$ cat src/hdl/timer_irq_defs.svh
`ifndef TIMER_IRQ_DEFS_SVH
`define TIMER_IRQ_DEFS_SVH

// ==========================================================================
// channel count
`define NUM_CH          6
`define CH_W            3

// ==========================================================================
// register map, byte addresses inside the slave window
`define ADDR_W          8
`define EN_BASE         8'h00
`define STAT_BASE       8'h20
`define REG_STRIDE      8'h04
`define WORD_ALIGN_MASK 8'h03

// ==========================================================================
// enable register fields
`define BIT_TRIG        7
`define BIT_RSV         6
`define BIT_UDF         5
`define BIT_OVF         4
`define BIT_MD          3
`define BIT_MC          2
`define BIT_MB          1
`define BIT_MA          0
`define MATCH_A_IDX     0
`define MATCH_B_IDX     1
`define MATCH_C_IDX     2
`define MATCH_D_IDX     3

// writable bits: channels with compare c/d, and channels with underflow
`define MASK_CD_CH      8'h9F
`define MASK_UDF_CH     8'hB3
`define RSV_ONES        8'h40
`define EN_RESET        8'h00

// ==========================================================================
// status register fields
`define FLAG_W          6
`define FLAG_RESET      6'h00
`define STAT_DIR_BIT    7
`define RDATA_PAD       24'h000000
`define BYTE_W          8

// ==========================================================================
// ahb encodings
`define HTRANS_NONSEQ_BIT 1
`define HRESP_OKAY      1'b0

`endif

$ cat src/hdl/timer_irq_pkg.sv
`include "timer_irq_defs.svh"

package timer_irq_pkg;

    // ======================================================================
    // bus slave phase
    typedef enum logic [2:0] {
        ST_IDLE  = 3'b001,
        ST_WRITE = 3'b010,
        ST_READ  = 3'b100
    } bus_phase_type;

    // ======================================================================
    // carriers
    typedef struct packed {
        logic       overflow;
        logic       underflow;
        logic [3:0] match;
    } channel_event_type;

    typedef struct packed {
        logic underflow_irq_request;
        logic overflow_irq_request;
        logic match_d_irq_request;
        logic match_c_irq_request;
        logic match_b_irq_request;
        logic match_a_irq_request;
    } channel_request_type;

    typedef struct packed {
        logic              hit_enable;
        logic              hit_status;
        logic [`CH_W-1:0]  ch;
    } addr_decode_type;

    typedef struct packed {
        bus_phase_type                          phase;
        logic [`ADDR_W-1:0]                     addr;
        logic [`BYTE_W-1:0]                     rdata;
        logic [`NUM_CH-1:0][`BYTE_W-1:0]        enable;
        logic [`NUM_CH-1:0][`FLAG_W-1:0]        flag;
        logic [`NUM_CH-1:0][`FLAG_W-1:0]        armed;
        logic [`NUM_CH-1:0]                     trig;
    } core_state_type;

    // ======================================================================
    // channels 0 and 3 carry compare c/d, the others carry underflow
    function automatic logic has_cd(input logic [`CH_W-1:0] ch);
        return (ch == 3'h0) || (ch == 3'h3);
    endfunction : has_cd

    function automatic logic [`BYTE_W-1:0] writable_mask(input logic [`CH_W-1:0] ch);
        return has_cd(ch) ? `MASK_CD_CH : `MASK_UDF_CH;
    endfunction : writable_mask

endpackage : timer_irq_pkg

$ cat src/hdl/channel_irq_gate.sv
`timescale 1ns/10ps
`include "timer_irq_defs.svh"

module channel_irq_gate (
    // channel enable register and status flags
    input  wire logic [`BYTE_W-1:0]              enable,
    input  wire logic [`FLAG_W-1:0]              flag,
    // gated requests
    output timer_irq_pkg::channel_request_type   request
);
    import timer_irq_pkg::*;

    // ======================================================================
    // level requests, no memory: dropping flag or enable drops the request
    always_comb begin
        request.underflow_irq_request = flag[`BIT_UDF] & enable[`BIT_UDF];
        request.overflow_irq_request  = flag[`BIT_OVF] & enable[`BIT_OVF];
        request.match_d_irq_request   = flag[`BIT_MD]  & enable[`BIT_MD];
        request.match_c_irq_request   = flag[`BIT_MC]  & enable[`BIT_MC];
        request.match_b_irq_request   = flag[`BIT_MB]  & enable[`BIT_MB];
        request.match_a_irq_request   = flag[`BIT_MA]  & enable[`BIT_MA];
    end

endmodule : channel_irq_gate

$ cat src/hdl/timer_channel_irq_enable.sv
`timescale 1ns/10ps
`include "timer_irq_defs.svh"

// Overview of operation
// - six 8-bit enable registers, software read/write
// - bit 7 gates register-a conversion start
// - bit 6 reserved, reads 1, writes ignored
// - bit 5 gates underflow request, channels 1,2,4,5
// - bit 5 reserved zero in channels 0,3
// - bit 4 gates overflow request, every channel
// - bit 3 gates register-d request, channels 0,3
// - bit 3 reserved zero in channels 1,2,4,5
// - bit 2 gates register-c request, channels 0,3
// - bit 2 reserved zero in channels 1,2,4,5
// - bit 1 gates register-b request, every channel
// - bit 0 gates register-a request, every channel
// - underflow wrap sets flag in phase counting
// - overflow wrap sets the overflow flag
// - flag clears by writing 0 after reading 1

module timer_channel_irq_enable (
    // clock and reset
    input  wire logic                                   hclk,
    input  wire logic                                   hresetn,
    // ahb-lite slave
    input  wire logic                                   hsel,
    input  wire logic [31:0]                            haddr,
    input  wire logic [1:0]                             htrans,
    input  wire logic                                   hwrite,
    input  wire logic [2:0]                             hsize,
    input  wire logic [31:0]                            hwdata,
    input  wire logic                                   hready,
    output logic                                        hreadyout,
    output logic [31:0]                                 hrdata,
    output logic                                        hresp,
    // counter and compare events, one-cycle pulses per channel
    input  wire timer_irq_pkg::channel_event_type [`NUM_CH-1:0] channel_events,
    input  wire logic [`NUM_CH-1:0]                     phase_count_mode,
    input  wire logic [`NUM_CH-1:0]                     count_up,
    // requests toward interrupt controller and converter
    output timer_irq_pkg::channel_request_type [`NUM_CH-1:0] irq_request,
    output logic [`NUM_CH-1:0]                          conversion_start_request
);
    import timer_irq_pkg::*;

    core_state_type state_reg;
    core_state_type state_next;

    // ======================================================================
    // address decode, used for both the data phase and the read path
    function automatic addr_decode_type decode_addr(input logic [`ADDR_W-1:0] a);
        addr_decode_type d;
        logic [`ADDR_W-1:0] off;
        d = '0;
        for (int i = 0; i < `NUM_CH; i++) begin
            off = `ADDR_W'(i) * `REG_STRIDE;
            if ((a & `WORD_ALIGN_MASK) != '0) begin
                d = d;
            end else if (a == (`EN_BASE + off)) begin
                d.hit_enable = 1'b1;
                d.ch         = `CH_W'(i);
            end else if (a == (`STAT_BASE + off)) begin
                d.hit_status = 1'b1;
                d.ch         = `CH_W'(i);
            end
        end
        return d;
    endfunction : decode_addr

    // status read-back: direction bit only exists where underflow exists
    function automatic logic [`BYTE_W-1:0] status_value(
        input logic [`CH_W-1:0]   ch,
        input logic [`FLAG_W-1:0] flg,
        input logic               up
    );
        logic top;
        top = has_cd(ch) ? 1'b1 : up;
        return {top, 1'b1, flg};
    endfunction : status_value

    // ======================================================================
    // next state
    always_comb begin
        addr_decode_type    wdec;
        addr_decode_type    rdec;
        logic [`BYTE_W-1:0] mask;
        logic [`FLAG_W-1:0] set;
        logic [`FLAG_W-1:0] clr;
        logic [`CH_W-1:0]   c;
        wdec       = '0;
        rdec       = '0;
        mask       = '0;
        set        = '0;
        clr        = '0;
        c          = '0;
        state_next = state_reg;

        // data phase of a write lands first, so a read right behind it sees it
        if (state_reg.phase == ST_WRITE) begin
            wdec = decode_addr(state_reg.addr);
            mask = writable_mask(wdec.ch);
            if (wdec.hit_enable) begin
                state_next.enable[wdec.ch] = (state_reg.enable[wdec.ch] & ~mask)
                                           | (hwdata[`BYTE_W-1:0] & mask);
            end else if (wdec.hit_status) begin
                clr = ~hwdata[`FLAG_W-1:0] & state_reg.armed[wdec.ch]
                    & mask[`FLAG_W-1:0];
                state_next.flag[wdec.ch]  = state_reg.flag[wdec.ch] & ~clr;
                state_next.armed[wdec.ch] = '0;
            end
        end

        // hardware events; a set in the clearing cycle wins
        for (int i = 0; i < `NUM_CH; i++) begin
            c    = `CH_W'(i);
            mask = writable_mask(c);
            set  = '0;
            set[`BIT_UDF] = channel_events[i].underflow & phase_count_mode[i];
            set[`BIT_OVF] = channel_events[i].overflow;
            set[`BIT_MD]  = channel_events[i].match[`MATCH_D_IDX];
            set[`BIT_MC]  = channel_events[i].match[`MATCH_C_IDX];
            set[`BIT_MB]  = channel_events[i].match[`MATCH_B_IDX];
            set[`BIT_MA]  = channel_events[i].match[`MATCH_A_IDX];
            state_next.flag[i] = state_next.flag[i] | (set & mask[`FLAG_W-1:0]);
            state_next.trig[i] = channel_events[i].match[`MATCH_A_IDX]
                               & state_reg.enable[i][`BIT_TRIG];
        end

        // address phase
        if (hsel && htrans[`HTRANS_NONSEQ_BIT] && hready) begin
            state_next.addr  = haddr[`ADDR_W-1:0];
            state_next.phase = hwrite ? ST_WRITE : ST_READ;
            state_next.rdata = '0;
            if (!hwrite) begin
                rdec = decode_addr(haddr[`ADDR_W-1:0]);
                if (rdec.hit_enable) begin
                    state_next.rdata = state_next.enable[rdec.ch] | `RSV_ONES;
                end else if (rdec.hit_status) begin
                    state_next.rdata = status_value(rdec.ch, state_next.flag[rdec.ch],
                                                    count_up[rdec.ch]);
                    // a flag seen as 1 by software may now be cleared
                    state_next.armed[rdec.ch] = state_next.armed[rdec.ch]
                                              | state_next.flag[rdec.ch];
                end
            end
        end else begin
            state_next.phase = ST_IDLE;
        end
    end

    // ======================================================================
    // state register
    always_ff @(posedge hclk or negedge hresetn) begin
        if (!hresetn) begin
            state_reg.phase <= ST_IDLE;
            state_reg.addr  <= '0;
            state_reg.rdata <= '0;
            for (int i = 0; i < `NUM_CH; i++) begin
                state_reg.enable[i] <= `EN_RESET;
                state_reg.flag[i]   <= `FLAG_RESET;
                state_reg.armed[i]  <= `FLAG_RESET;
            end
            state_reg.trig  <= '0;
        end else begin
            state_reg <= state_next;
        end
    end

    // ======================================================================
    // bus answers: zero wait states, always okay
    assign hreadyout = 1'b1;
    assign hresp     = `HRESP_OKAY;
    assign hrdata    = {`RDATA_PAD, state_reg.rdata};

    // conversion start is a registered one-cycle pulse
    assign conversion_start_request = state_reg.trig;

    // ======================================================================
    // per-channel request gating
    generate
        for (genvar g = 0; g < `NUM_CH; g++) begin : g_channel
            channel_irq_gate u_gate (
                .enable  (state_reg.enable[g]),
                .flag    (state_reg.flag[g]),
                .request (irq_request[g])
            );
        end
    endgenerate

endmodule : timer_channel_irq_enable

$ cat config.mk
export PLATFORM = sky130hd
export DESIGN_NAME = timer_channel_irq_enable
export DESIGN_NICKNAME = d
export VERILOG_FILES = /design/src/hdl/timer_irq_pkg.sv /design/src/hdl/channel_irq_gate.sv /design/src/hdl/timer_channel_irq_enable.sv
export VERILOG_INCLUDE_DIRS = /design/src /design/src/hdl
export SDC_FILE = /design/constraint.sdc
export NUM_CORES = 1
export LEC_CHECK = 0
export BUFFER_PORTS_ARGS = -buffer_cell sky130_fd_sc_hd__buf_2
export CORE_ASPECT_RATIO = 1.4
export CORE_UTILIZATION = 30
export CTS_BUF_LIST = sky130_fd_sc_hd__clkbuf_16
export DETAILED_ROUTE_END_ITERATION = 8
export SLEW_MARGIN = 10
export SYNTH_ARGS = -nofsm -noshare
export SYNTH_HDL_FRONTEND = slang
export SYNTH_SLANG_ARGS = --single-unit
$ cat constraint.sdc
create_clock -name hclk -period 2.9 [get_ports hclk]
set_input_delay 0.58 -clock hclk [delete_from_list [all_inputs] [get_ports hclk]]
set_output_delay 0.58 -clock hclk [all_outputs]
set_load 0.1 [all_outputs]
==> results of run 1 <==
-- logic make-up after synthesis --
group,share of synthesized area
AOI/OAI and AO/OA,0.189
buffers and inverters,0.0796
DFF,0.440
muxes,0.0771
other,0.000950
and+or+nand+nor,0.214
-- area by class of cell --
cell class	count	area (sq um)
clock inverter	15	149
sequential	139	3480
fill	2548	15800
timing repair buffer	214	1410
multi-input combinational	596	3950
tap	319	399
inverter	16	60.1
clock buffer	17	425
-- layer usage --
metal  share of wire  wire [um]  vias to the layer above
met5               0          0                        -
met4           0.060       1790                        0
met3           0.065       1950                      101
met2            0.49      14700                      356
met1            0.38      11500                     3575
li1                -          -                     3288
-- critical path, delay by kind of cell (launching register included) --
kind | cells | cell delay, ns
buffers and inverters | 1 | 0.18
AOI/OAI and AO/OA | 4 | 0.83
DFF | 1 | 0.39
and+or+nand+nor | 3 | 1.29
-- power groups by stage --
stage	sequential [mW]	combinational (mW)	clock (mW)
2_1_floorplan	2.06	0.665	0
3_3_place_gp	2.06	0.988	0
3_5_place_dp	2.06	0.987	0
4_1_cts	2.03	0.992	2.20
5_1_grt	2.03	1.06	2.28
6_report	2.03	1.01	2.17
-- Yosys cell counts (all sizes together), types with 4 or more instances --
| library cell | n |
|---|---|
| dfrtp | 138 |
| a21oi | 57 |
| and2 | 55 |
| clkbuf | 55 |
| buf | 53 |
| nand3 | 53 |
| o21ai | 50 |
| mux2 | 47 |
| nand2 | 42 |
| nor2 | 35 |
| nand2b | 26 |
| a22oi | 17 |
| inv | 16 |
| nor3 | 15 |
| a32oi | 11 |
| nor4 | 11 |
| o211ai | 11 |
| o31ai | 10 |
| a211o | 9 |
| mux2i | 8 |
| nor2b | 8 |
| or3 | 8 |
| a31oi | 6 |
| nand3b | 6 |
| nor3b | 6 |
| a211oi | 5 |
| and3 | 5 |
| o221ai | 5 |
| a221o | 4 |
| o22ai | 4 |
| o311ai | 4 |
| or3b | 4 |
-- worst max path at each step --
stage / from / end / slack (ns) / depth (start not counted)
5_1_grt: state_reg[141]$_DFFE_PN0P_ / state_reg[22]$_DFF_PN0_ / -0.03 / 10
4_1_cts: state_reg[141]$_DFFE_PN0P_ / state_reg[13]$_DFF_PN0_ / 0.008 / 8
3_3_place_gp: haddr[1] / state_reg[22]$_DFF_PN0_ / -0.12 / 9
6_report: state_reg[141]$_DFFE_PN0P_ / state_reg[41]$_DFF_PN0_ / 0.10 / 8
3_5_place_dp: haddr[1] / state_reg[28]$_DFF_PN0_ / -0.14 / 9
2_1_floorplan: haddr[1] / state_reg[15]$_DFF_PN0_ / 0.17 / 8
-- layout by cell type (no fill, tap or decap), types with 4 or more instances in the layout --
cell type,n
dfrtp_1,138
buf_4,104
buf_2,103
a21oi_1,56
nand3_1,53
and2_1,52
mux2_2,47
nand2_1,42
o21ai_0,41
nor2_1,35
nand2b_1,26
conb_1,26
inv_1,17
clkbuf_16,17
a22oi_1,16
nor3_1,12
a32oi_1,11
o211ai_1,11
o31ai_1,10
a211o_1,9
o21ai_1,9
mux2i_1,8
nor2b_1,8
nand3b_1,6
or3_1,6
a31oi_1,6
nor4_1,6
a211oi_1,5
and3_1,5
o221ai_1,5
nor3b_1,4
nor4_4,4
or3b_2,4
a221o_1,4
o22ai_1,4
o311ai_1,4
buf_12,4
-- timing repair --
item / CTS / global route
pin swaps: 2 / 4
gates resized for setup: 2 / 7
setup buffers: 0 / 2
setup endpoints to repair: 13 / 23
==> impl_metrics.env, run 1 <==
export IMPL_placed_area_sq_mm=0.00923
export IMPL_yosysWarnings=0
export IMPL_slew_headroom=0.443
export IMPL_h_tree_depth=4
export IMPL_via_per_inst=5.56
export IMPL_post_synth_top_area_fraction=0.437
export IMPL_design_portCount=198
export IMPL_coreArea_sq_mm=0.0256
export IMPL_hold_class="in -> async"
export IMPL_grt_busiest_layer="met2"
export IMPL_placedCellCount=1282
export IMPL_worst_setup_path_type="reg -> reg"
export IMPL_met1_usage=0.255
export IMPL_timing_hold_ws_ns=0.130
export IMPL_grt_pass1_vias=7399
export IMPL_reg2reg_slack_ns=0.10
export IMPL_setup_viol=0
export IMPL_use_met3=0.0472
export IMPL_p_total_mw=5.21
export IMPL_pre_cts_slack_ns=-0.143
export IMPL_rows=69
export IMPL_cts_sinks=139
export IMPL_fin_crit_ns=2.80
export IMPL_instances_no_fill=1316
export IMPL_cts_tree="built"
export IMPL_grt_util_met2=0.388
export IMPL_violations="design-rule violations"
export IMPL_max_cap_viol_count=0
export IMPL_path_clk_slew_ns=0.06
export IMPL_worstPathRequired_ns=3.22
export IMPL_area_growth_pct=24.8
export IMPL_place_port_buffers=104
export IMPL_r2r_end="state_reg[41]$_DFF_PN0_"
export IMPL_dieArea_sq_mm=0.0270
export IMPL_grt_max_degree=65
export IMPL_grt_pass1_wl_um=45200
export IMPL_drcViolationCount=17
export IMPL_sw_frac_of_total=0.321
export IMPL_syn_inst=835
export IMPL_wl_um=29900
export IMPL_dp_hpwl_um=22600
export IMPL_p_seq_frac=0.390
export IMPL_finalHoldViolCount=0
export IMPL_worstSetupEndpointType="flip-flop"
export IMPL_insertion_delay_ns=0.44
export IMPL_power_frac_comb=0.194
export IMPL_rsz0062_at_grt="true"
export IMPL_final_setup_tns_ns=0
export IMPL_post_route_util=0.385
export IMPL_synth_seq_area_share=0.440
export IMPL_cts_buffer_depth=2
export IMPL_fp_dieW_um=139
export IMPL_fmax_mhz=358
export IMPL_largest_register_ffs=125
export IMPL_yosys_area_top_type="dfrtp_1"
export IMPL_critical_path_arrival_ns=3.12
export IMPL_ys_ff_latch=139
export IMPL_drt_iter0_drc=772
export IMPL_grtUsageTotal=0.226
export IMPL_async_reset_ff_frac=1.00
export IMPL_outcome="finished with violations"
export IMPL_stdcell_area_sq_mm=0.00987
export IMPL_nets=1106
export IMPL_r2r_cells=8
export IMPL_clkPwrFrac=0.416
export IMPL_p_per_area_mw_per_mm2=528
export IMPL_start_kind="flip-flop"
export IMPL_grt_overflow_total=0
export IMPL_postCtsHoldBufs=0
export IMPL_vias=7320
export IMPL_synthFlopType="dfrtp_1"
export IMPL_skew_ns=0.0119
export IMPL_postRouteAntennaNets=0
export IMPL_die_h_um=194
export IMPL_n_antenna_cell=0
export IMPL_synth_area_per_cell_sq_um=9.47
export IMPL_r2r_start="state_reg[141]$_DFFE_PN0P_"
export IMPL_grt_antenna_before_repair=0
export IMPL_drive_above_1_share=0.320
export IMPL_cp_max_fo=6
export IMPL_period_share=0.965
export IMPL_vdd_drop_max_v=0.000344
export IMPL_netlist_area_sq_mm=0.00791
export IMPL_synth_area_top_cells="dfrtp_1, mux2_2, and2_1"
export IMPL_place_congestion=0.937
export IMPL_synthDistinctLibCells=76
export IMPL_cts_buffers=17
export IMPL_initial_utilization=0.308
export IMPL_cts_root_buf="clkbuf_16"
export IMPL_drv_slew=0
export IMPL_worst_slack_ns=0.103
export IMPL_wl_per_cell_um=22.7
export IMPL_cpMaxStageDelayCell="or4_4"
export IMPL_cellLeakagePower_nw=4.31
export IMPL_dr_pass1_iters=9
export IMPL_worst_pin_slew_ns=0.828
export IMPL_p_switching_mw=1.67
export IMPL_slowest_delay_ns=0.58
export IMPL_p_int_mw=3.54
export IMPL_crit_chain="or4_4 > or3_4 > a22oi_1 > o211ai_1 > a221o_1 > nor4_4 > buf_4 > a21oi_1"
export IMPL_synth_edff_count=0
(Power assumes the default switching activity.)
==> inputs of run 2 (changes only) <==
--- a/config.mk
+++ b/config.mk
@@ -6,7 +6,7 @@
 export SDC_FILE = /design/constraint.sdc
 export NUM_CORES = 1
 export LEC_CHECK = 0
-export BUFFER_PORTS_ARGS = -buffer_cell sky130_fd_sc_hd__buf_2
+export BUFFER_PORTS_ARGS = -buffer_cell sky130_fd_sc_hd__buf_4
 export CORE_ASPECT_RATIO = 1.4
 export CORE_UTILIZATION = 30
 export CTS_BUF_LIST = sky130_fd_sc_hd__clkbuf_16
==> impl_metrics.env, run 2 (synthesis gave the netlist of run 1 again) <==
export IMPL_outcome="finished with violations"
export IMPL_violations="design-rule violations"
export IMPL_cp_max_fo=6
export IMPL_power_frac_comb=0.197
export IMPL_final_cell_mix="buf_4, dfrtp_1, a21oi_1"
export IMPL_finalHoldViolCount=0
export IMPL_p_int_mw=3.76
export IMPL_postCtsHoldBufs=0
export IMPL_nets=1119
export IMPL_n_antenna_cell=0
export IMPL_die_h_um=194
export IMPL_path_clk_slew_ns=0.06
export IMPL_cts_buffers=17
export IMPL_r2r_cells=8
export IMPL_grt_max_degree=58
export IMPL_skew_ns=0.0162
export IMPL_max_cap_viol_count=0
export IMPL_grtUsageTotal=0.227
export IMPL_vdd_drop_max_v=0.000352
export IMPL_placed_area_sq_mm=0.00957
export IMPL_fin_crit_ns=2.85
export IMPL_start_kind="flip-flop"
export IMPL_p_switching_mw=1.66
export IMPL_fp_dieW_um=139
export IMPL_place_congestion=0.962
export IMPL_cellLeakagePower_nw=4.46
export IMPL_cts_buffer_depth=2
export IMPL_worst_setup_path_type="reg -> reg"
export IMPL_insertion_delay_ns=0.44
export IMPL_place_port_buffers=104
export IMPL_area_growth_pct=30.1
export IMPL_rsz0062_at_grt="true"
export IMPL_drive_above_1_share=0.337
export IMPL_worstPathRequired_ns=3.20
export IMPL_clkPwrFrac=0.429
export IMPL_grt_pass1_wl_um=45200
export IMPL_via_per_inst=5.48
export IMPL_grt_overflow_total=0
export IMPL_instances_no_fill=1329
export IMPL_sw_frac_of_total=0.306
export IMPL_slew_headroom=0.610
export IMPL_worstSetupEndpointType="flip-flop"
export IMPL_drt_iter0_drc=614
export IMPL_worst_pin_slew_ns=0.570
export IMPL_drcViolationCount=17
export IMPL_drv_slew=0
export IMPL_wl_per_cell_um=22.7
export IMPL_setup_viol=0
export IMPL_dp_hpwl_um=23100
export IMPL_h_tree_depth=4
export IMPL_dieArea_sq_mm=0.0270
export IMPL_coreArea_sq_mm=0.0256
export IMPL_final_common_cell="buf_4"
export IMPL_stdcell_area_sq_mm=0.0103
export IMPL_grt_antenna_before_repair=0
export IMPL_largest_register_ffs=125
export IMPL_r2r_end="state_reg[29]$_DFF_PN0_"
export IMPL_cts_tree="built"
export IMPL_cts_root_buf="clkbuf_16"
export IMPL_r2r_start="state_reg[141]$_DFFE_PN0P_"
export IMPL_placedCellCount=1295
export IMPL_fmax_mhz=351
export IMPL_dr_pass1_iters=9
export IMPL_wl_um=30100
export IMPL_rows=69
export IMPL_design_portCount=198
export IMPL_hold_class="in -> async"
export IMPL_period_share=0.981
export IMPL_grt_pass1_vias=7413
export IMPL_p_seq_frac=0.373
export IMPL_vias=7281
export IMPL_postRouteAntennaNets=0
export IMPL_initial_utilization=0.308
export IMPL_p_per_area_mw_per_mm2=527
export IMPL_critical_path_arrival_ns=3.15
export IMPL_reg2reg_slack_ns=0.05
export IMPL_multi_input_area_sq_mm=0.00398
export IMPL_fillers=2554
export IMPL_regArea_sq_mm=0.00348
export IMPL_post_route_util=0.401
export IMPL_cts_sinks=139
run 2: cell types whose count changed in the layout (fill, tap and decap cells not counted), moves of 2 or more:
cell	previous run	this run
a211oi_1	5	3
buf_2	103	0
clkinv_2	3	1
o21ai_1	9	13
o21ai_0	41	37
a211oi_2	0	2
buf_4	104	222
bufinv_16	2	4
nor3_2	1	3
run 2: metal layers:
metal | track usage | share of wire | vias to the layer above
met1 | 0.259 | 0.38 | 3526
met4 | 0.144 | 0.054 | 0
met3 | 0.0484 | 0.072 | 84
met5 | 0 | 0 | -
met2 | 0.387 | 0.50 | 364
li1 | - | - | 3307
run 2: worst max path at each step:
stage / endpoint / slack, ns / startpoint / cells after the start
floorplan: state_reg[15]$_DFF_PN0_ / 0.17 / haddr[1] / 8
global placement: state_reg[14]$_DFF_PN0_ / -0.24 / haddr[1] / 9
detailed placement: state_reg[14]$_DFF_PN0_ / -0.22 / haddr[1] / 9
CTS: state_reg[18]$_DFF_PN0_ / 0.009 / state_reg[141]$_DFFE_PN0P_ / 10
global route: state_reg[28]$_DFF_PN0_ / -0.008 / state_reg[141]$_DFFE_PN0P_ / 9
finish: state_reg[29]$_DFF_PN0_ / 0.05 / state_reg[141]$_DFFE_PN0P_ / 8
run 2: cell type report:
cell class,count,area share
Timing Repair Buffer,227,0.170
Clock inverter,15,0.0192
Multi-Input combinational cell,596,0.386
Sequential cell,139,0.338
Inverter,16,0.00584
Tap cell,319,0.0388
Clock buffer,17,0.0414
run 2: power by group through the flow:
stage                     combinational [mW]  clock (mW)  sequential, mW
final                                   1.07        2.33            2.03
after global routing                    1.12        2.45            2.03
after CTS                               1.05        2.36            2.02
after detailed placement                1.05           0            2.06
after global placement                  1.05           0            2.06
after floorplan                        0.665           0            2.06
run 2: metrics by stage:
| stage | hold WS, ns | setup TNS [ns] | setup WS (ns) | power, mW |
|---|---|---|---|---|
| floorplan | 0.284 | 0 | 0.169 | 2.72 |
| global placement | 0.377 | -5.00 | -0.236 | 3.11 |
| detailed placement | 0.378 | -4.45 | -0.224 | 3.10 |
| CTS | 0.0845 | 0 | 0.00936 | 5.44 |
| global route | 0.101 | -0.0175 | -0.00753 | 5.60 |
| finish | 0.0772 | 0 | 0.0545 | 5.43 |
run 2: critical path, cell delays in order (launching register included):
cell      delay [ns]
dfrtp_1         0.38
or4_4           0.59
or3_4           0.45
a22oi_1         0.23
o211ai_1        0.16
a221o_1         0.42
nor4_4          0.24
buf_4           0.18
o21ai_1         0.08
run 2: what timing repair did:
action                                  CTS  global route
setup buffers                             1             1
pin swaps                                 2             5
resized for setup                         3            16
endpoints found under the setup margin   29            25
